--- config.mk ---
export PLATFORM = sky130hd
export DESIGN_NAME = retimer_irq_ctrl
export DESIGN_NICKNAME = d
export VERILOG_FILES = /design/src/design/retimer_irq_pkg.sv /design/src/design/retimer_irq_ctrl.sv
export SDC_FILE = /design/constraint.sdc
export NUM_CORES = 1
export LEC_CHECK = 0
export ABC_CLOCK_PERIOD_IN_PS = 3000
export BUFFER_PORTS_ARGS = -buffer_cell sky130_fd_sc_hd__buf_4
export CAP_MARGIN = 20
export CORE_AREA = 8 8 107 119
export DETAILED_ROUTE_END_ITERATION = 10
export DIE_AREA = 0 0 115 127
export GPL_TIMING_DRIVEN = 0
export PLACE_DENSITY = 0.74
export SYNTH_ARGS = -nofsm -noshare
export SYNTH_HDL_FRONTEND = slang
export SYNTH_SLANG_ARGS = --single-unit
export TNS_END_PERCENT = 1
--- constraint.sdc ---
create_clock -name core_clk -period 3 [get_ports core_clk]
set_input_delay 0.15 -clock core_clk [delete_from_list [all_inputs] [get_ports core_clk]]
set_output_delay 0.15 -clock core_clk [all_outputs]
set_load 0.03 [all_outputs]
--- src/design/retimer_irq_pkg.sv ---
package retimer_irq_pkg;

  // ----------------------------------------------------------------
  // Shared register offsets and fields
  // ----------------------------------------------------------------
  localparam logic [7:0] SHARED_RESET_EEPROM_CTRL = 8'h04;
  localparam logic [7:0] SHARED_IRQ_CHANNEL_FLAGS = 8'h05;
  localparam logic [7:0] CHANNEL_SELECT = 8'hff;
  localparam int SHARED_RESET_BIT = 6;
  localparam int MM_RESET_BIT = 5;
  localparam int IMM_READ_BIT = 4;
  localparam int MASTER_DISABLE_BIT = 7;
  localparam int LOAD_DONE_BIT = 4;

  // ----------------------------------------------------------------
  // Channel register offsets and fields
  // ----------------------------------------------------------------
  localparam logic [7:0] CHANNEL_SOFT_RESET_CTRL = 8'h00;
  localparam logic [7:0] CHANNEL_LOCK_SIGNAL_FLAGS = 8'h01;
  localparam logic [7:0] CDR_RESET_OVERRIDE = 8'h0a;
  localparam logic [7:0] EYE_IRQ_STATUS = 8'h30;
  localparam logic [7:0] ADAPTATION_SELECT = 8'h31;
  localparam logic [7:0] EYE_IRQ_THRESHOLD = 8'h32;
  localparam logic [7:0] EYE_IRQ_ENABLE_CTRL = 8'h36;
  localparam int CHANNEL_RESET_BIT = 2;
  localparam int LOL_FLAG_BIT = 4;
  localparam int LOS_FLAG_BIT = 0;
  localparam int CDR_OVR_EN_BIT = 3;
  localparam int CDR_OVR_RST_BIT = 2;
  localparam int EYE_FLAG_BIT = 4;
  localparam int ADAPT_LSB = 5;
  localparam int EYE_IRQ_EN_BIT = 6;
  localparam int HORIZ_TH_LSB = 4;
  localparam int VERT_TH_LSB = 0;

  // ----------------------------------------------------------------
  // Reset values
  // ----------------------------------------------------------------
  localparam logic [7:0] CHANNEL_SELECT_RST = 8'h00;
  localparam logic [1:0] ADAPT_RST = 2'h0;
  localparam logic [7:0] EYE_TH_RST = 8'h00;

  // ----------------------------------------------------------------
  // Register access carrier
  // ----------------------------------------------------------------
  typedef struct packed {
    logic wr;
    logic rd;
    logic [7:0] addr;
    logic [7:0] wdata;
  } reg_req_type;

  typedef enum logic [1:0] {
    LD_IDLE,
    LD_BUSY,
    LD_DONE
  } load_state_type;

endpackage

--- src/design/retimer_irq_ctrl.sv ---
`timescale 1ns/1ps
`default_nettype none

// How it works
// - Writing shared_reset_eeprom_ctrl bit 6 restores shared control registers; self-clearing.
// - shared_reset_eeprom_ctrl bit 5 re-arms EEPROM loading; pin fall then loads in master mode.
// - Master mode loads EEPROM on load pin fall; completion sets shared_irq_channel_flags bit 4.
// - Writing shared_reset_eeprom_ctrl bit 4 starts an EEPROM load at once, any mode.
// - After a completed load, bit 4 is ignored until bit 5 re-arms.
// - After re-arm, either pin fall (master mode only) or bit 4 starts the load.
// - shared_irq_channel_flags bit 7 blocks starting a load; running or done loads unaffected.
// - Channel_soft_reset_ctrl bit 2 restores the channel's registers; self-clearing.
// - Cdr_reset_override bit 3 enables override, bit 2 holds CDR in reset.
// - After CDR release the channel locks and adapts per 0x31 bits 6:5.
// - Loss of lock or loss of signal always raises a channel interrupt.
// - With 0x36 bit 6 set, eye opening below threshold raises an interrupt.
// - Eye interrupt, judged against 0x32 thresholds, sets 0x30 bit 4.
// - Any pending channel interrupt pulls the open-drain interrupt line low.
// - Lock loss sets 0x01 bit 4, signal loss sets bit 0.
// - shared_irq_channel_flags bits 3:0 show which channels have pending interrupts.
// - Reading channel_lock_signal_flags clears its lock and signal flags.
// - Reading eye_irq_status clears its eye flag.
// - Interrupt line released only when all channel flags are cleared.
// - Eye interrupts are disabled after reset.
// - Strap low/floating at power-up gives master mode, high gives slave.
module retimer_irq_ctrl #(
  parameter int NUM_CH = 4,
  parameter int EYE_W = 4
) (
  // Clock and reset
  input wire logic core_clk,
  input wire logic rst,
  // Register access from the bus slave front end
  input wire retimer_irq_pkg::reg_req_type reg_req,
  output logic [7:0] reg_rdata,
  // Configuration pins
  input wire logic bus_role_strap_pin,
  input wire logic load_req_n,
  // EEPROM load engine handshake
  output logic ee_load_req,
  input wire logic ee_load_done,
  // Channel status from the analog side
  input wire logic [NUM_CH-1:0] cdr_locked,
  input wire logic [NUM_CH-1:0] signal_detect,
  input wire logic [NUM_CH-1:0][EYE_W-1:0] horizontal_eye_opening,
  input wire logic [NUM_CH-1:0][EYE_W-1:0] vertical_eye_opening,
  // Channel control
  output logic [NUM_CH-1:0] cdr_reset,
  output logic [NUM_CH-1:0][1:0] adapt_mode,
  // Open-drain interrupt request
  output logic irq_n_out,
  output logic irq_n_oe_n
);

  if (NUM_CH < 1 || NUM_CH > 4) begin
    $error("NUM_CH must be 1 to 4");
  end
  if (EYE_W < 1 || EYE_W > 4) begin
    $error("EYE_W must be 1 to 4");
  end

  // ----------------------------------------------------------------
  // Helpers
  // ----------------------------------------------------------------
  function automatic logic eye_low(input logic [7:0] th,
                                   input logic [EYE_W-1:0] h_open,
                                   input logic [EYE_W-1:0] v_open);
    logic [3:0] h;
    logic [3:0] v;
    h = 4'h0;
    v = 4'h0;
    h[EYE_W-1:0] = h_open;
    v[EYE_W-1:0] = v_open;
    eye_low = (h < th[retimer_irq_pkg::HORIZ_TH_LSB +: 4]) ||
              (v < th[retimer_irq_pkg::VERT_TH_LSB +: 4]);
  endfunction

  // ----------------------------------------------------------------
  // State
  // ----------------------------------------------------------------
  logic mm_reset_q;
  logic master_dis_q;
  logic [7:0] chsel_q;
  logic master_mode_q;
  logic strap_taken_q;
  logic load_n_prev_q;
  retimer_irq_pkg::load_state_type ld_state_q;
  retimer_irq_pkg::load_state_type ld_state_d;
  logic [NUM_CH-1:0] ovr_en_q;
  logic [NUM_CH-1:0] ovr_rst_q;
  logic [NUM_CH-1:0][1:0] adapt_q;
  logic [NUM_CH-1:0][7:0] eye_th_q;
  logic [NUM_CH-1:0] eye_en_q;
  logic [NUM_CH-1:0] lol_q;
  logic [NUM_CH-1:0] los_q;
  logic [NUM_CH-1:0] eye_q;
  logic [NUM_CH-1:0] locked_prev_q;
  logic [NUM_CH-1:0] sd_prev_q;
  logic [NUM_CH-1:0] eye_low_prev_q;
  logic [7:0] rdata_q;

  // ----------------------------------------------------------------
  // Address decode
  // ----------------------------------------------------------------
  wire logic wr = reg_req.wr;
  wire logic rd = reg_req.rd;
  wire logic [7:0] wd = reg_req.wdata;
  wire logic hit_04 =
    reg_req.addr == retimer_irq_pkg::SHARED_RESET_EEPROM_CTRL;
  wire logic hit_05 =
    reg_req.addr == retimer_irq_pkg::SHARED_IRQ_CHANNEL_FLAGS;
  wire logic hit_ff = reg_req.addr == retimer_irq_pkg::CHANNEL_SELECT;
  wire logic shared_hit = hit_04 || hit_05 || hit_ff;
  wire logic shared_reset = wr && hit_04 &&
                            wd[retimer_irq_pkg::SHARED_RESET_BIT];
  wire logic imm_req = wr && hit_04 && wd[retimer_irq_pkg::IMM_READ_BIT];
  logic [NUM_CH-1:0] sel;
  logic [NUM_CH-1:0] ch_wr;
  logic [NUM_CH-1:0] ch_rd;
  logic [NUM_CH-1:0] ch_reset;
  logic [NUM_CH-1:0] lol_ev;
  logic [NUM_CH-1:0] los_ev;
  logic [NUM_CH-1:0] eye_low_now;
  logic [NUM_CH-1:0] eye_ev;
  logic [NUM_CH-1:0] ch_pending;

  always_comb begin
    for (int c = 0; c < NUM_CH; c++) begin
      sel[c] = chsel_q == 8'(c);
      ch_wr[c] = wr && !shared_hit && sel[c];
      ch_rd[c] = rd && !shared_hit && sel[c];
      ch_reset[c] = ch_wr[c] &&
                    reg_req.addr == retimer_irq_pkg::CHANNEL_SOFT_RESET_CTRL &&
                    wd[retimer_irq_pkg::CHANNEL_RESET_BIT];
      eye_low_now[c] = eye_low(eye_th_q[c], horizontal_eye_opening[c],
                               vertical_eye_opening[c]);
      lol_ev[c] = locked_prev_q[c] && !cdr_locked[c];
      los_ev[c] = sd_prev_q[c] && !signal_detect[c];
      eye_ev[c] = eye_en_q[c] && eye_low_now[c] && !eye_low_prev_q[c];
      ch_pending[c] = lol_q[c] || los_q[c] || eye_q[c];
    end
  end

  wire logic [3:0] ch_flags = 4'(ch_pending);
  wire logic any_pending = |ch_pending;

  // ----------------------------------------------------------------
  // EEPROM load sequencing
  // ----------------------------------------------------------------
  wire logic load_fall = load_n_prev_q && !load_req_n;
  wire logic pin_start = master_mode_q && strap_taken_q && load_fall;
  wire logic start_ok = !master_dis_q;

  always_comb begin
    ld_state_d = ld_state_q;
    case (ld_state_q)
      retimer_irq_pkg::LD_IDLE: begin
        if (start_ok && (pin_start || imm_req)) begin
          ld_state_d = retimer_irq_pkg::LD_BUSY;
        end
      end
      retimer_irq_pkg::LD_BUSY: begin
        if (ee_load_done) begin
          ld_state_d = retimer_irq_pkg::LD_DONE;
        end
      end
      retimer_irq_pkg::LD_DONE: begin
        if (mm_reset_q) begin
          ld_state_d = retimer_irq_pkg::LD_IDLE;
        end
      end
      default: ld_state_d = retimer_irq_pkg::LD_IDLE;
    endcase
  end

  always_ff @(posedge core_clk or posedge rst) begin
    if (rst) begin
      ld_state_q <= retimer_irq_pkg::LD_IDLE;
      load_n_prev_q <= 1'b1;
      strap_taken_q <= 1'b0;
      master_mode_q <= 1'b0;
    end else begin
      ld_state_q <= ld_state_d;
      load_n_prev_q <= load_req_n;
      strap_taken_q <= 1'b1;
      if (!strap_taken_q) begin
        master_mode_q <= !bus_role_strap_pin;
      end
    end
  end

  // ----------------------------------------------------------------
  // Shared control registers
  // ----------------------------------------------------------------
  always_ff @(posedge core_clk or posedge rst) begin
    if (rst) begin
      mm_reset_q <= 1'b0;
      master_dis_q <= 1'b0;
      chsel_q <= retimer_irq_pkg::CHANNEL_SELECT_RST;
    end else if (shared_reset) begin
      mm_reset_q <= 1'b0;
      master_dis_q <= 1'b0;
      chsel_q <= retimer_irq_pkg::CHANNEL_SELECT_RST;
    end else if (wr) begin
      if (hit_04) begin
        mm_reset_q <= wd[retimer_irq_pkg::MM_RESET_BIT];
      end
      if (hit_05) begin
        master_dis_q <= wd[retimer_irq_pkg::MASTER_DISABLE_BIT];
      end
      if (hit_ff) begin
        chsel_q <= wd;
      end
    end
  end

  // ----------------------------------------------------------------
  // Channel control registers
  // ----------------------------------------------------------------
  always_ff @(posedge core_clk or posedge rst) begin
    if (rst) begin
      ovr_en_q <= '0;
      ovr_rst_q <= '0;
      adapt_q <= '0;
      eye_th_q <= '0;
      eye_en_q <= '0;
    end else begin
      for (int c = 0; c < NUM_CH; c++) begin
        if (ch_reset[c]) begin
          ovr_en_q[c] <= 1'b0;
          ovr_rst_q[c] <= 1'b0;
          adapt_q[c] <= retimer_irq_pkg::ADAPT_RST;
          eye_th_q[c] <= retimer_irq_pkg::EYE_TH_RST;
          eye_en_q[c] <= 1'b0;
        end else if (ch_wr[c]) begin
          case (reg_req.addr)
            retimer_irq_pkg::CDR_RESET_OVERRIDE: begin
              ovr_en_q[c] <= wd[retimer_irq_pkg::CDR_OVR_EN_BIT];
              ovr_rst_q[c] <= wd[retimer_irq_pkg::CDR_OVR_RST_BIT];
            end
            retimer_irq_pkg::ADAPTATION_SELECT: begin
              adapt_q[c] <= wd[retimer_irq_pkg::ADAPT_LSB +: 2];
            end
            retimer_irq_pkg::EYE_IRQ_THRESHOLD: eye_th_q[c] <= wd;
            retimer_irq_pkg::EYE_IRQ_ENABLE_CTRL: begin
              eye_en_q[c] <= wd[retimer_irq_pkg::EYE_IRQ_EN_BIT];
            end
            default: ;
          endcase
        end
      end
    end
  end

  // ----------------------------------------------------------------
  // Interrupt flags: a new event wins over a clearing read
  // ----------------------------------------------------------------
  wire logic rd_01 =
    reg_req.addr == retimer_irq_pkg::CHANNEL_LOCK_SIGNAL_FLAGS;
  wire logic rd_30 = reg_req.addr == retimer_irq_pkg::EYE_IRQ_STATUS;

  always_ff @(posedge core_clk or posedge rst) begin
    if (rst) begin
      lol_q <= '0;
      los_q <= '0;
      eye_q <= '0;
      locked_prev_q <= '0;
      sd_prev_q <= '0;
      eye_low_prev_q <= '0;
    end else begin
      locked_prev_q <= cdr_locked;
      sd_prev_q <= signal_detect;
      eye_low_prev_q <= eye_low_now & eye_en_q;
      for (int c = 0; c < NUM_CH; c++) begin
        if (lol_ev[c]) begin
          lol_q[c] <= 1'b1;
        end else if ((ch_rd[c] && rd_01) || ch_reset[c]) begin
          lol_q[c] <= 1'b0;
        end
        if (los_ev[c]) begin
          los_q[c] <= 1'b1;
        end else if ((ch_rd[c] && rd_01) || ch_reset[c]) begin
          los_q[c] <= 1'b0;
        end
        if (eye_ev[c]) begin
          eye_q[c] <= 1'b1;
        end else if ((ch_rd[c] && rd_30) || ch_reset[c]) begin
          eye_q[c] <= 1'b0;
        end
      end
    end
  end

  // ----------------------------------------------------------------
  // Read data
  // ----------------------------------------------------------------
  logic [7:0] rd_val;

  always_comb begin
    rd_val = 8'h00;
    if (hit_04) begin
      rd_val[retimer_irq_pkg::MM_RESET_BIT] = mm_reset_q;
    end else if (hit_05) begin
      rd_val[retimer_irq_pkg::MASTER_DISABLE_BIT] = master_dis_q;
      rd_val[retimer_irq_pkg::LOAD_DONE_BIT] =
        ld_state_q == retimer_irq_pkg::LD_DONE;
      rd_val[3:0] = ch_flags;
    end else if (hit_ff) begin
      rd_val = chsel_q;
    end else begin
      for (int c = 0; c < NUM_CH; c++) begin
        if (sel[c]) begin
          case (reg_req.addr)
            retimer_irq_pkg::CHANNEL_LOCK_SIGNAL_FLAGS: begin
              rd_val[retimer_irq_pkg::LOL_FLAG_BIT] = lol_q[c];
              rd_val[retimer_irq_pkg::LOS_FLAG_BIT] = los_q[c];
            end
            retimer_irq_pkg::CDR_RESET_OVERRIDE: begin
              rd_val[retimer_irq_pkg::CDR_OVR_EN_BIT] = ovr_en_q[c];
              rd_val[retimer_irq_pkg::CDR_OVR_RST_BIT] = ovr_rst_q[c];
            end
            retimer_irq_pkg::EYE_IRQ_STATUS: begin
              rd_val[retimer_irq_pkg::EYE_FLAG_BIT] = eye_q[c];
            end
            retimer_irq_pkg::ADAPTATION_SELECT: begin
              rd_val[retimer_irq_pkg::ADAPT_LSB +: 2] = adapt_q[c];
            end
            retimer_irq_pkg::EYE_IRQ_THRESHOLD: rd_val = eye_th_q[c];
            retimer_irq_pkg::EYE_IRQ_ENABLE_CTRL: begin
              rd_val[retimer_irq_pkg::EYE_IRQ_EN_BIT] = eye_en_q[c];
            end
            default: ;
          endcase
        end
      end
    end
  end

  always_ff @(posedge core_clk or posedge rst) begin
    if (rst) begin
      rdata_q <= 8'h00;
    end else if (rd) begin
      rdata_q <= rd_val;
    end
  end

  // ----------------------------------------------------------------
  // Outputs
  // ----------------------------------------------------------------
  assign reg_rdata = rdata_q;
  assign ee_load_req = ld_state_q == retimer_irq_pkg::LD_BUSY;
  assign cdr_reset = ovr_en_q & ovr_rst_q;
  assign adapt_mode = adapt_q;
  assign irq_n_out = 1'b0;
  assign irq_n_oe_n = !any_pending;

endmodule

`default_nettype wire

### Word-level counts from Yosys, hierarchy flattened

Index checks and enable logic that the tools add are counted.

| word-level totals | value |
|---|---|
| bits in latches | 0 |
| memories | 0 |
| bits of input ports | 63 |
| ROM bits | 0 |
| register bits after elaboration | 99 |
| output and inout port bits | 23 |
| word-level logic and storage cells | 342 |
| bits in writable memories | 0 |

| cells by class | value |
|---|---|
| order comparisons | 8 |
| shifts and indexed selects | 0 |
| bitwise logic cells | 2 |
| reductions and logical operators | 149 |
| multiply operators | 0 |
| add/sub/neg operators | 0 |
| multiplexer cells | 123 |
| divide/modulo/power cells | 0 |
| equal/unequal tests | 17 |

Operator list:

| cell | count |
|---|---|
| $mux W8 | 23 |
| $reduce_bool A2 Y1 | 36 |
| $mux W1 | 63 |
| $logic_and A1 B1 Y1 | 49 |
| $reduce_and A2 Y1 | 19 |
| $eq A8 B6 Y1 const B | 4 |
| $lt A4 B4 Y1 | 8 |
| $mux W2 | 14 |
| $pmux W1 S3 | 8 |
| $logic_or A1 B1 Y1 | 23 |
| $logic_not A1 Y1 | 17 |
| $eq A8 B1 Y1 const B | 2 |
| $eq A8 B2 Y1 const B | 2 |
| $eq A8 B3 Y1 const B | 2 |
| $logic_not A8 Y1 | 2 |
| $pmux W1 S2 | 8 |
| $pmux W2 S2 | 4 |
| $mux W5 | 2 |
| $and A4 B4 Y4 | 2 |
| $eq A8 B4 Y1 const B | 1 |
| $eq A8 B8 Y1 const B | 1 |
| $pmux W2 S3 | 1 |
| $ne A2 B2 Y1 const B | 2 |
| $reduce_or A4 Y1 | 1 |
| 5 further kinds | 5 |

### Longest topological paths before layout

Gate-level depths: netlist of run 1.

| logic depth | value |
|---|---|
| depth after elaboration | 18 |
| mapped depth | 9 |
| depth with buffers taken out | 7 |

### Worst setup path after synthesis of run 1

No wires, ideal clock.

| timing | value |
|---|---|
| path type | register to register |
| start point | reg chsel_q[2] |
| end point | reg eye_th_q[8] (netlist bit) |
| data required time | 2866 ps |
| path buffers | 1 |
| period minus slack after synthesis | 1849 ps |
| arrival | 1715 ps |
| stages on the path, launching flop included | 8 |
| library setup time | 134 ps |
| slack | 1151 ps |
| cell sequence | dfrtp_1 nor4_4 and2_4 buf_6 nand2_2 nor3_4 mux2i_1 nor2_1 |

| between the ends | value |
|---|---|
| cells in the longest elaborated chain, start to end | 6 |
| elaborated cells between the ends (all ways) | 8 |
| classes of those cells | 1 x eq/ne; 1 x mux; 6 x reduce/logical |

RTL lines:

| element | line | RTL |
|---|---|---|
| from (decl) | retimer_irq_ctrl.sv:83 | `logic [7:0] chsel_q;` |
| from (signal assigned) | retimer_irq_ctrl.sv:199 | `chsel_q <= retimer_irq_pkg::CHANNEL_SELECT_RST;` |
| from (signal assigned) | retimer_irq_ctrl.sv:203 | `chsel_q <= retimer_irq_pkg::CHANNEL_SELECT_RST;` |
| from (signal assigned) | retimer_irq_ctrl.sv:212 | `chsel_q <= wd;` |
| $eq A8 B1 Y1 (*) | retimer_irq_ctrl.sv:129 | `sel[c] = chsel_q == 8'(c);` |
| $logic_and A1 B1 Y1 (*) | retimer_irq_ctrl.sv:130 | `ch_wr[c] = wr && !shared_hit && sel[c];` |
| $logic_and A1 B1 Y1 | retimer_irq_ctrl.sv:132 | `ch_reset[c] = ch_wr[c] &&` |
| $logic_and A1 B1 Y1 | retimer_irq_ctrl.sv:133 | `reg_req.addr == retimer_irq_pkg::CHANNEL_SOFT_RESET_CTRL &&` |
| $reduce_bool A2 Y1 (no line) | -- |  |
| $reduce_and A2 Y1 (no line) | -- |  |
| to (signal, indexed assignment) | retimer_irq_ctrl.sv:233 | `eye_th_q[c] <= retimer_irq_pkg::EYE_TH_RST;` |
| to (signal, indexed assignment) | retimer_irq_ctrl.sv:244 | `retimer_irq_pkg::EYE_IRQ_THRESHOLD: eye_th_q[c] <= wd;` |
| to (decl) | retimer_irq_ctrl.sv:92 | `logic [NUM_CH-1:0][7:0] eye_th_q;` |

Every way passes the cells marked *; elsewhere a longest branch is shown, timed or not.
A chain may end at the register's enable or synchronous reset.

### Final worst setup path of run 1

| timing | value |
|---|---|
| start point | reg chsel_q[0] |
| end point | reg rdata_q[0], in the netlist reg_rdata[0] |

| between the ends | value |
|---|---|
| cells in the longest elaborated chain, start to end | 17 |
| elaborated cells between the ends (all ways) | 20 |
| classes of those cells | 3 x eq/ne; 16 x mux; 1 x reduce/logical |

RTL lines:

| element | line | RTL |
|---|---|---|
| $logic_not A8 Y1 | retimer_irq_ctrl.sv:129 |  |
| $mux W8 | retimer_irq_ctrl.sv:312 | `if (sel[c]) begin` |
| $mux W8 (3 in a row) | -- |  |
| $pmux W1 S2 | retimer_irq_ctrl.sv:313 | `case (reg_req.addr)` |
| $mux W8 | retimer_irq_ctrl.sv:312 |  |
| $mux W8 | retimer_irq_ctrl.sv:308 | `end else if (hit_ff) begin` |
| $mux W8 | retimer_irq_ctrl.sv:303 | `end else if (hit_05) begin` |
| $mux W8 | retimer_irq_ctrl.sv:301 | `if (hit_04) begin` |
| $pmux W1 S2 | retimer_irq_ctrl.sv:313 |  |
| $mux W8 | retimer_irq_ctrl.sv:312 |  |
| $pmux W1 S2 | retimer_irq_ctrl.sv:313 |  |
| $mux W8 | retimer_irq_ctrl.sv:312 |  |
| $mux W8 (*) | retimer_irq_ctrl.sv:308 |  |
| $mux W5 (*) | retimer_irq_ctrl.sv:303 |  |
| $mux W5 (*) | retimer_irq_ctrl.sv:301 |  |
| to (signal assigned) | retimer_irq_ctrl.sv:343 | `rdata_q <= rd_val;` |
| to (decl) | retimer_irq_ctrl.sv:100 | `logic [7:0] rdata_q;` |

Every way passes the cells marked *; elsewhere a longest branch is shown, timed or not. The select of a mux whose other input is x is not followed.

==> key figures, run 1 <==
Synthesis
  – Mux cell area share after synthesis: 0.0728
  – Cell variety after synth: 63
  – Cell Area, Synth: 5570 sq um
  – Post-synthesis sequential area ratio: 0.445
  – Ys Warns: 0
  – Async S/R FF share, synth: 1.00
  – XOR/XNOR Fraction of Synth Area: 0
  – Synth Instances: 582
  – FF+latch count, synth: 99
  – Largest family of logic cells by synthesized area: compound AO/OA/AOI/OAI gates
  – Synth top area cells: dfrtp_1, mux2i_1, o21ai_0, ha_1, nor2_1
  – Cell taking the most area after synthesis: dfrtp_1
  – Most numerous cell in the Yosys netlist: dfrtp_1
  – Synth top cells by count: dfrtp_1, o21ai_0, nor2_1
  – Avg Cell Area, Syn: 9.57 sq um
  – Net count after synthesis: 669
  – Most used DFF post-synth: dfrtp_1
  – Post-synth EDFFs: 0
  – Area share of the largest cell type after synthesis: 0.440
  – Compound-Gate Fraction of Synth Area: 0.191
  – Synth Area in Adders: 0.0539
  – Simple-gate share of the synthesized area: 0.183

Route
  – WL met3: 1130 um
  – DRC Markers: 0
  – DRT met1 WL: 7570 um
  – Routed WL: 18200 um
  – Detailed-route via count: 4935
  – Total iterations of the first detailed-routing run: 5
  – Top Metal Used: met4
  – Met2 wire len: 8720 um
  – Routed vias/inst: 5.88
  – WL per Instance: 21.6 um
  – DR iter-0 viols: 373
  – Antenna Nets Post-Route: 0

Clock tree
  – Worst-Skew Late Latency: 0.36 ns
  – Cts repair resizes: 0
  – Post CTS Setup Buffer Count: 0
  – Worst-path clk slew: 0.07 ns
  – Clk sinks: 99
  – CTS max path bufs: 2
  – Root buf cell: clkbuf_16
  – CTS tree: done
  – Hold Buf Count CTS: 11
  – CTS Buf Count: 9
  – CTS H-Tree Depth: 3

Place
  – Post-DP HPWL: 14100 um
  – Placer Congestion: 0.966
  – PortBufs: 82

Setup path
  – Origin of the critical flop-to-flop path: chsel_q[0]
  – Critical-path cell list: buf_2, nor2_1, a21oi_1, o22a_1, o22ai_1, a221oi_1, a311oi_1
  – Worst R2R Path Depth: 7
  – Slowest cell delay on critical path: 0.68 ns
  – Flop2flop setup slack: 0.67 ns
  – Crit path max-delay family: compound AO/OA/AOI/OAI gates
  – Slowest-stage cell, CP: nor2_1
  – Worst setup endpoint: reg_rdata[0]
  – CP max FO: 10
  – WP data required: 3.25 ns
  – CP startpoint kind: flip-flop
  – Worst reg2reg endpoint: reg_rdata[0]
  – Setup crit end kind: flip-flop
  – CP arrival: 2.58 ns
  – WP depth: 7
  – Critical Setup Path Class: reg2reg
  – Worst setup path start: chsel_q[0]
  – CP Buf/Inv Count: 1

GRT
  – GRT Overall Usage: 0.261
  – Vias in the first global route: 5186
  – First-pass GRT wire length: 28800 um
  – Antenna violations before repair: 0
  – Largest net degree at the start of global routing: 69
  – Grt total ovfl: 0

Timing
  – Skew final: 0.0127 ns
  – Final Cycle Share: 0.778
  – Setup violators final: 0
  – Pins over their slew limit: 0
  – Least-Margin Pin Slew: 0.841 ns
  – Fin crit period: 2.33 ns
  – F_max: 428 MHz
  – RSZ-0062 raised after global routing: no
  – Worst hold slack: 0.0255 ns
  – Rel. slew slack: 0.437
  – Final Hold Fails: 0

Power and ir drop
  – Power Density: 443 nW/um^2
  – Leak pwr: 0.00304 uW
  – VDD IR max: 272 uV

Worst hold path
  – Hold wc startpoint: ee_load_done
  – Hold crit path type: in2reg

Die
  – Chip Height: 127 um
  – Placeable Area: 10700 sq um
  – Starting Density: 0.520
  – Die ar.: 14600 sq um
  – Row count: 40
  – Boundary Pins: 86
  – DIE WIDTH: 115 um

Cells and area
  – Post-layout util: 0.637
  – Fin nets: 774
  – Layout cells sized above 1: 0.199
  – Antenna cells: 0
  – Filler cells: 927
  – Synth-to-layout area growth: 22.5%

Outcome
  – Status: completed

Job
  – Max-cap viol count: 0
[cell families after synthesis]
family	Yosys count
AO/OA/AOI/OAI	169
adder cells (fa/ha/maj)	24
buffers and inverters	66
flip-flops	99
multiplexers	38
other	2
AND/OR/NAND/NOR	184
[state kept, by name, summed over array words and instances (netlist names)]
name / flops
ovr_rst_q: 4
los_q: 4
eye_q: 4
ovr_en_q: 4
master_dis_q: 1
ld_state_q: 2
chsel_q: 8
reg_rdata: 8
load_n_prev_q: 1
lol_q: 4
sd_prev_q: 4
eye_th_q: 32
adapt_mode: 8
eye_en_q: 4
locked_prev_q: 4
strap_taken_q: 1
eye_low_prev_q: 4
mm_reset_q: 1
master_mode_q: 1
[worst min-delay path by stage]
stage / to / cells after the start / slack (ns)
4_1_cts: ld_state_q[1] / 3 / 0.02
3_5_place_dp: ld_state_q[1] / 2 / 0.18
3_3_place_gp: load_n_prev_q / 1 / 0.27
6_report: ld_state_q[1] / 3 / 0.03
2_1_floorplan: load_n_prev_q / 0 / 0.15
5_1_grt: ld_state_q[1] / 3 / 0.05
[cell usage in the layout, fill, tap and decap left out, types with 3 or more instances in the layout]
cell / n
o2bb2ai_1: 4
and2_1: 10
a21oi_1: 24
buf_2: 5
o22ai_1: 3
nand3_1: 18
nand4_1: 4
inv_1: 41
or3_1: 3
ha_1: 24
buf_4: 86
clkbuf_1: 10
nor2b_1: 4
nand2_2: 3
nor3_4: 4
a221oi_1: 5
nand2_1: 35
a21o_1: 17
clkbuf_2: 3
a31oi_1: 3
clkbuf_16: 9
a22oi_1: 15
nor3_1: 6
nand3_2: 3
o21ai_0: 68
dlygate4sd3_1: 11
buf_6: 3
mux2i_1: 36
and3_1: 6
a22o_1: 9
dfrtp_1: 98
nor2_1: 57
o21a_1: 7
nand2b_1: 11
[through the flow]
step | cell area, sq um | std cells | total power [uW] | setup WS [ns] | TNS, ns
global route | 6820 | 839 | 3120 | 0.459 | 0
floorplan | 5570 | 582 | 1630 | 0.261 | 0
global placement | 6370 | 811 | 1800 | -0.737 | -71.32
finish | 6820 | 839 | 3020 | 0.666 | 0
CTS | 6820 | 839 | 3030 | 0.685 | 0
detailed placement | 6400 | 812 | 1810 | 0.720 | 0
[worst min-delay path: cells and delay by family]
kind / cells / cell delay [ns]
buffers and inverters: 1 / 0.08
AND/OR/NAND/NOR: 1 / 0.04
AO/OA/AOI/OAI: 1 / 0.07
[layer usage]
layer	vias up	track usage
met1	2403	0.329
met5	-	0
met3	40	0.0457
met4	0	0.135
li1	2276	-
met2	216	0.420
[power breakdown]
group	switching [uW]	total [uW]	internal, uW	leakage, uW
clock	522	1220	699	0.000150
sequential	34.3	1410	1370	0.00130
combinational	226	392	166	0.00159
total	782	3020	2240	0.00304
[final cells by class]
cell class | count | area [sq um] | share of cell area
repair buffers | 94 | 753 | 0.110
plain buffers | 24 | 138 | 0.0202
flip-flops and latches | 99 | 2480 | 0.363
inverters | 42 | 160 | 0.0235
clock buffers | 12 | 256 | 0.0376
well taps | 147 | 184 | 0.0270
multi-input cells | 417 | 2790 | 0.410
clock inverters | 4 | 55.1 | 0.00807
(Power assumes the default switching activity.)
==> run 2: changes to the inputs <==
--- a/config.mk
+++ b/config.mk
@@ -5,14 +5,14 @@
 export SDC_FILE = /design/constraint.sdc
 export NUM_CORES = 1
 export LEC_CHECK = 0
-export ABC_CLOCK_PERIOD_IN_PS = 3000
+export ABC_CLOCK_PERIOD_IN_PS = 2050
 export BUFFER_PORTS_ARGS = -buffer_cell sky130_fd_sc_hd__buf_4
 export CAP_MARGIN = 20
-export CORE_AREA = 8 8 107 119
+export CORE_AREA = 8 8 108 120
 export DETAILED_ROUTE_END_ITERATION = 10
-export DIE_AREA = 0 0 115 127
+export DIE_AREA = 0 0 116 128
 export GPL_TIMING_DRIVEN = 0
-export PLACE_DENSITY = 0.74
+export PLACE_DENSITY = 0.76
 export SYNTH_ARGS = -nofsm -noshare
 export SYNTH_HDL_FRONTEND = slang
 export SYNTH_SLANG_ARGS = --single-unit
==> constraint.sdc (replaced) <==
create_clock -name core_clk -period 2.05 [get_ports core_clk]
set_input_delay 0.1025 -clock core_clk [delete_from_list [all_inputs] [get_ports core_clk]]
set_output_delay 0.1025 -clock core_clk [all_outputs]
set_load 0.03 [all_outputs]
==> run 2 against run 1 <==
Effect of this change:
- critical path depth is 1 higher
- combinational power is 60% higher
- die area is 1.7% higher
- sequential cell count stayed put
- maximum frequency is 16% higher
- via count is 3.8% higher
- global-route usage is 0.37 points lower
- sequential share of layout area is 1.1 points lower
- highest routed layer unchanged
==> key figures, run 2 (same netlist as run 1, synthesis figures left out) <==
Outcome
  – Status: completed

Timing
  – Final Hold Fails: 0
  – Skew final: 0.0116 ns
  – Rel. slew slack: 0.502
  – Setup violators final: 0
  – RSZ-0062 raised after global routing: yes
  – Least-Margin Pin Slew: 0.745 ns
  – Pins over their slew limit: 0
  – Fin crit period: 2.01 ns
  – F_max: 497 MHz
  – Setup_tns: 0 ns
  – Worst hold slack: 0.0562 ns
  – Final Cycle Share: 0.982

Route
  – DR iter-0 viols: 378
  – WL per Instance: 21.7 um
  – Antenna Nets Post-Route: 0
  – Detailed-route via count: 5124
  – Routed vias/inst: 6.03
  – Routed WL: 18400 um
  – DRC Markers: 0
  – Total iterations of the first detailed-routing run: 6

GRT
  – Grt total ovfl: 0
  – First-pass GRT wire length: 28700 um
  – Vias in the first global route: 5276
  – GRT met1 Usage: 0.313
  – Gr busiest metal: met2
  – Largest net degree at the start of global routing: 42
  – Antenna violations before repair: 0
  – Met3 Resource Use GR: 0.0457
  – GRT Overall Usage: 0.257
  – GR met2 Demand/Resource: 0.417

Cells and area
  – Commonest non-fill, non-tap cell in the layout: dfrtp_1
  – Reg area: 2480 sq um
  – Layout cells sized above 1: 0.221
  – Max FFs per register: 32
  – Synth-to-layout area growth: 26.4%
  – Most frequent cells in the layout: dfrtp_1, buf_4, o21ai_0
  – Multi-input gate area: 2860 sq um
  – Fin nets: 782
  – Non-filler cells, final: 850
  – Antenna cells: 0
  – Filler cells: 951
  – Biggest register: eye_th_q

Power and ir drop
  – Power Density: 670 nW/um^2
  – Leak pwr: 0.00312 uW
  – VDD IR max: 467 uV

Die
  – Placeable Area: 11100 sq um
  – Chip Height: 128 um
  – Row count: 41
  – Starting Density: 0.502
  – DIE WIDTH: 116 um
  – Boundary Pins: 86
  – Die ar.: 14800 sq um

Setup path
  – Setup crit end kind: flip-flop
  – WP data required: 2.28 ns
  – Critical Setup Path Class: reg2reg
  – CP arrival: 2.24 ns
  – CP startpoint kind: flip-flop
  – CP max FO: 10

Place
  – Placed cells: 816
  – Post-DP HPWL: 14200 um
  – Placer Congestion: 0.931
  – PortBufs: 82

Clock tree
  – CTS tree: done
  – Clk sinks: 99
  – Root buf cell: clkbuf_16
  – CTS Buf Count: 9
  – CTS H-Tree Depth: 3
  – Worst-path clk slew: 0.07 ns
  – CTS max path bufs: 2
  – Worst-Skew Late Latency: 0.36 ns

Job
  – Max-cap viol count: 0

Worst hold path
  – Hold crit path type: in2reg
-- run 2: worst paths after layout --
kind / end / start / slack [ns] / depth (start not counted)
max: eye_th_q[3] / chsel_q[5] / 0.04 / 8
min: chsel_q[1] / reg_req[1] / 0.06 / 3
max reg2reg: eye_th_q[3] / chsel_q[5] / 0.04 / 8
min reg2reg: los_q[1] / sd_prev_q[1] / 0.48 / 1
max in group asynchronous: ovr_rst_q[2] / rst / 1.09 / 4
min in group asynchronous: chsel_q[0] / rst / 0.35 / 3
-- run 2: per-stage QoR --
stage / worst slack [ns] / cell area (sq um) / total power, uW / util
after floorplan: 0.201 / 5570 / 2390 / -
after global placement: -0.151 / 6370 / 2630 / 0.575
after detailed placement: -0.174 / 6410 / 2650 / 0.579
after CTS: -0.0136 / 6950 / 4710 / 0.627
after global routing: -0.0823 / 7040 / 4870 / 0.635
final: 0.0365 / 7040 / 4720 / 0.635
-- run 2: power breakdown --
group	total [uW]	leakage (uW)	internal (uW)	switching [uW]
logic	626	0.00165	276	351
clock network	2030	0.000172	1260	765
registers	2060	0.00130	2010	54.1
-- run 2: per-layer routing --
layer / vias up / part of all wire / wire [um]
li1: 2300 / - / -
met4: 0 / 0.054 / 1000
met2: 240 / 0.48 / 8820
met5: - / 0 / 0
met1: 2517 / 0.40 / 7360
met3: 67 / 0.067 / 1240
-- run 2: worst max-delay path: stages, from the launching register on --
cell     delay, ns
dfrtp_1       0.42
nor4_4        0.37
and2_4        0.25
buf_12        0.15
nand2_8       0.07
nor3_4        0.23
buf_12        0.16
mux2i_1       0.18
nor2_1        0.06
-- run 2: area by class of cell --
class	count	area share
multi-input combinational	417	0.406
sequential	99	0.352
timing repair buffer	102	0.120
clock buffer	11	0.0359
tap	150	0.0267
inverter	42	0.0229
buffer	24	0.0208
clock inverter	5	0.0151
-- run 2: repair_timing --
action | in CTS | in global routing
gates cloned | 0 | 0
hold buffers | 12 | 0
pin swaps | 4 | 4
setup buffers | 4 | 2
resized for setup | 5 | 14
endpoints found under the hold margin | 32 | 0
setup endpoints to repair | 37 | 50
==> run 3: changes to the inputs <==
--- a/config.mk
+++ b/config.mk
@@ -8,11 +8,11 @@
 export ABC_CLOCK_PERIOD_IN_PS = 2050
 export BUFFER_PORTS_ARGS = -buffer_cell sky130_fd_sc_hd__buf_4
 export CAP_MARGIN = 20
-export CORE_AREA = 8 8 108 120
+export CORE_AREA = 8 8 152 168
 export DETAILED_ROUTE_END_ITERATION = 10
-export DIE_AREA = 0 0 116 128
+export DIE_AREA = 0 0 160 176
 export GPL_TIMING_DRIVEN = 0
-export PLACE_DENSITY = 0.76
+export RECOVER_POWER = 25
 export SYNTH_ARGS = -nofsm -noshare
 export SYNTH_HDL_FRONTEND = slang
 export SYNTH_SLANG_ARGS = --single-unit
==> run 3 against run 2 <==
Effect of this change:
- cell area barely moved
- non-clock buffer count fell by 4
- sequential power barely moved
- global-route usage fell by 12 points
- highest routed layer unchanged
- the flow now finishes with violations (negative setup slack)
- hold slack improved by 0.0024 ns
- critical path type unchanged
- cell count rose by 17%
- maximum frequency fell by 3.0%
==> key figures, run 3 (same netlist as run 1, synthesis figures left out) <==
Die
  – Chip Height: 176 um
  – Starting Density: 0.246
  – Placeable Area: 22600 sq um
  – Boundary Pins: 86
  – DIE WIDTH: 160 um
  – Row count: 58
  – Die ar.: 28200 sq um

Cells and area
  – Antenna cells: 0
  – Layout cells sized above 1: 0.198
  – Synth-to-layout area growth: 26.4%
  – Commonest non-fill, non-tap cell in the layout: dfrtp_1
  – Biggest register: eye_th_q
  – Max FFs per register: 32
  – Most frequent cells in the layout: dfrtp_1, o21ai_0, buf_4
  – Non-filler cells, final: 996
  – Fin nets: 778

GRT
  – Antenna violations before repair: 0
  – Vias in the first global route: 4897
  – GRT Overall Usage: 0.134
  – First-pass GRT wire length: 29200 um
  – Largest net degree at the start of global routing: 42
  – Grt total ovfl: 0

Timing
  – Setup violators final: 14
  – Rel. slew slack: 0.0760
  – Skew final: 0.00995 ns
  – F_max: 482 MHz
  – Fin crit period: 2.08 ns
  – Worst hold slack: 0.0586 ns
  – Pins over their slew limit: 0
  – Setup_tns: -0.137 ns
  – Final Cycle Share: 1.01
  – Final Hold Fails: 0
  – Final WS setup: -0.0266 ns
  – Least-Margin Pin Slew: 1.38 ns
  – RSZ-0062 raised after global routing: yes

Setup path
  – Slowest cell delay on critical path: 0.43 ns
  – CP max FO: 10
  – Slowest-stage cell, CP: dfrtp_1
  – CP Buf/Inv Count: 2
  – CP startpoint kind: flip-flop
  – Critical Setup Path Class: reg2reg
  – WP data required: 2.29 ns
  – Setup crit end kind: flip-flop
  – Critical-path cell list: nor4_4, and2_4, buf_8, nand2_4, nor3_4, buf_12, mux2i_1, nor2_1
  – CP arrival: 2.32 ns
  – Crit path max-delay family: simple AND/OR/NAND/NOR gates

Power and ir drop
  – Leak pwr: 0.00301 uW
  – Power Density: 611 nW/um^2
  – VDD IR max: 274 uV

Route
  – Routed WL: 18800 um
  – DRC Markers: 0
  – Routed vias/inst: 4.82
  – Detailed-route via count: 4798
  – DR iter-0 viols: 324
  – Total iterations of the first detailed-routing run: 7
  – Antenna Nets Post-Route: 0
  – WL per Instance: 18.8 um

Place
  – Placer Congestion: 0.898
  – PortBufs: 82
  – Placed cells: 966
  – Post-DP HPWL: 15000 um
  – Pre-CTS worst setup slack: -0.171 ns

Job
  – Max-cap viol count: 0

Clock tree
  – Worst-path clk slew: 0.07 ns
  – Root buf cell: clkbuf_16
  – CTS max path bufs: 2
  – CTS Buf Count: 9
  – CTS H-Tree Depth: 3
  – Worst-Skew Late Latency: 0.36 ns
  – Clk sinks: 99
  – CTS tree: done

Outcome
  – Status: complete, but fails checks
  – Failing checks: negative setup slack

Worst hold path
  – Hold crit path type: in2reg
-- run 3: changes by cell type in the layout (fill, tap and decap cells not counted), moves of 2 or more --
cell,change
clkbuf_4,+8
nor2_2,+3
clkbuf_2,+2
bufinv_16,-3
clkbuf_1,+12
nor2_1,-2
buf_4,-24
buf_2,-2
-- run 3: worst paths after layout --
path	end	startpoint	slack (ns)	cells past startpoint
setup / recovery	eye_th_q[5]	chsel_q[5]	-0.03	8
hold / removal	chsel_q[0]	reg_req[0]	0.06	3
setup reg to reg	eye_th_q[5]	chsel_q[5]	-0.03	8
hold reg to reg	lol_q[1]	locked_prev_q[1]	0.47	1
max in group asynchronous	ovr_en_q[0]	rst	0.66	4
min in group asynchronous	eye_th_q[5]	rst	0.61	3
-- run 3: tightest hold or removal path, cell delays in order --
cell and delay (ns):
buf_4 0.12, mux2i_1 0.07, nor2_1 0.08
-- run 3: power by group --
part	switching (uW)	internal, uW
Clock	790	869
Sequential	55.1	2010
Combinational	339	242
-- run 3: area by class of cell --
cell class,instances,area [sq um]
Multi-Input combinational cell,417,2830
Timing Repair Buffer,98,771
Clock buffer,10,239
Inverter,42,159
Tap cell,300,375
Clock inverter,6,48.8
Sequential cell,99,2480
Fill cell,2406,15600
Buffer,24,141
-- run 3: per-stage QoR --
step	util	power, uW	area, sq um
floorplan	-	2390	5570
detailed placement	0.292	2660	6600
finish	0.311	4300	7040
global route	0.311	4470	7040
CTS	0.310	4350	7020
global placement	0.290	2650	6560
-- run 3: metal layers --
metal  vias to the layer above  wire [um]  GRT usage
met5                         -          0          0
met4                         0        390     0.0468
met3                        25       1080     0.0321
met2                       163       8730      0.214
met1                      2317       8570      0.175
li1                       2293          -          -
-- run 3: timing repair --
item	CTS	global route
pin swaps	2	2
resized for setup	4	7
endpoints found under the hold margin	37	0
setup endpoints to repair	35	44
hold buffers	12	0
buffers inserted	0	2
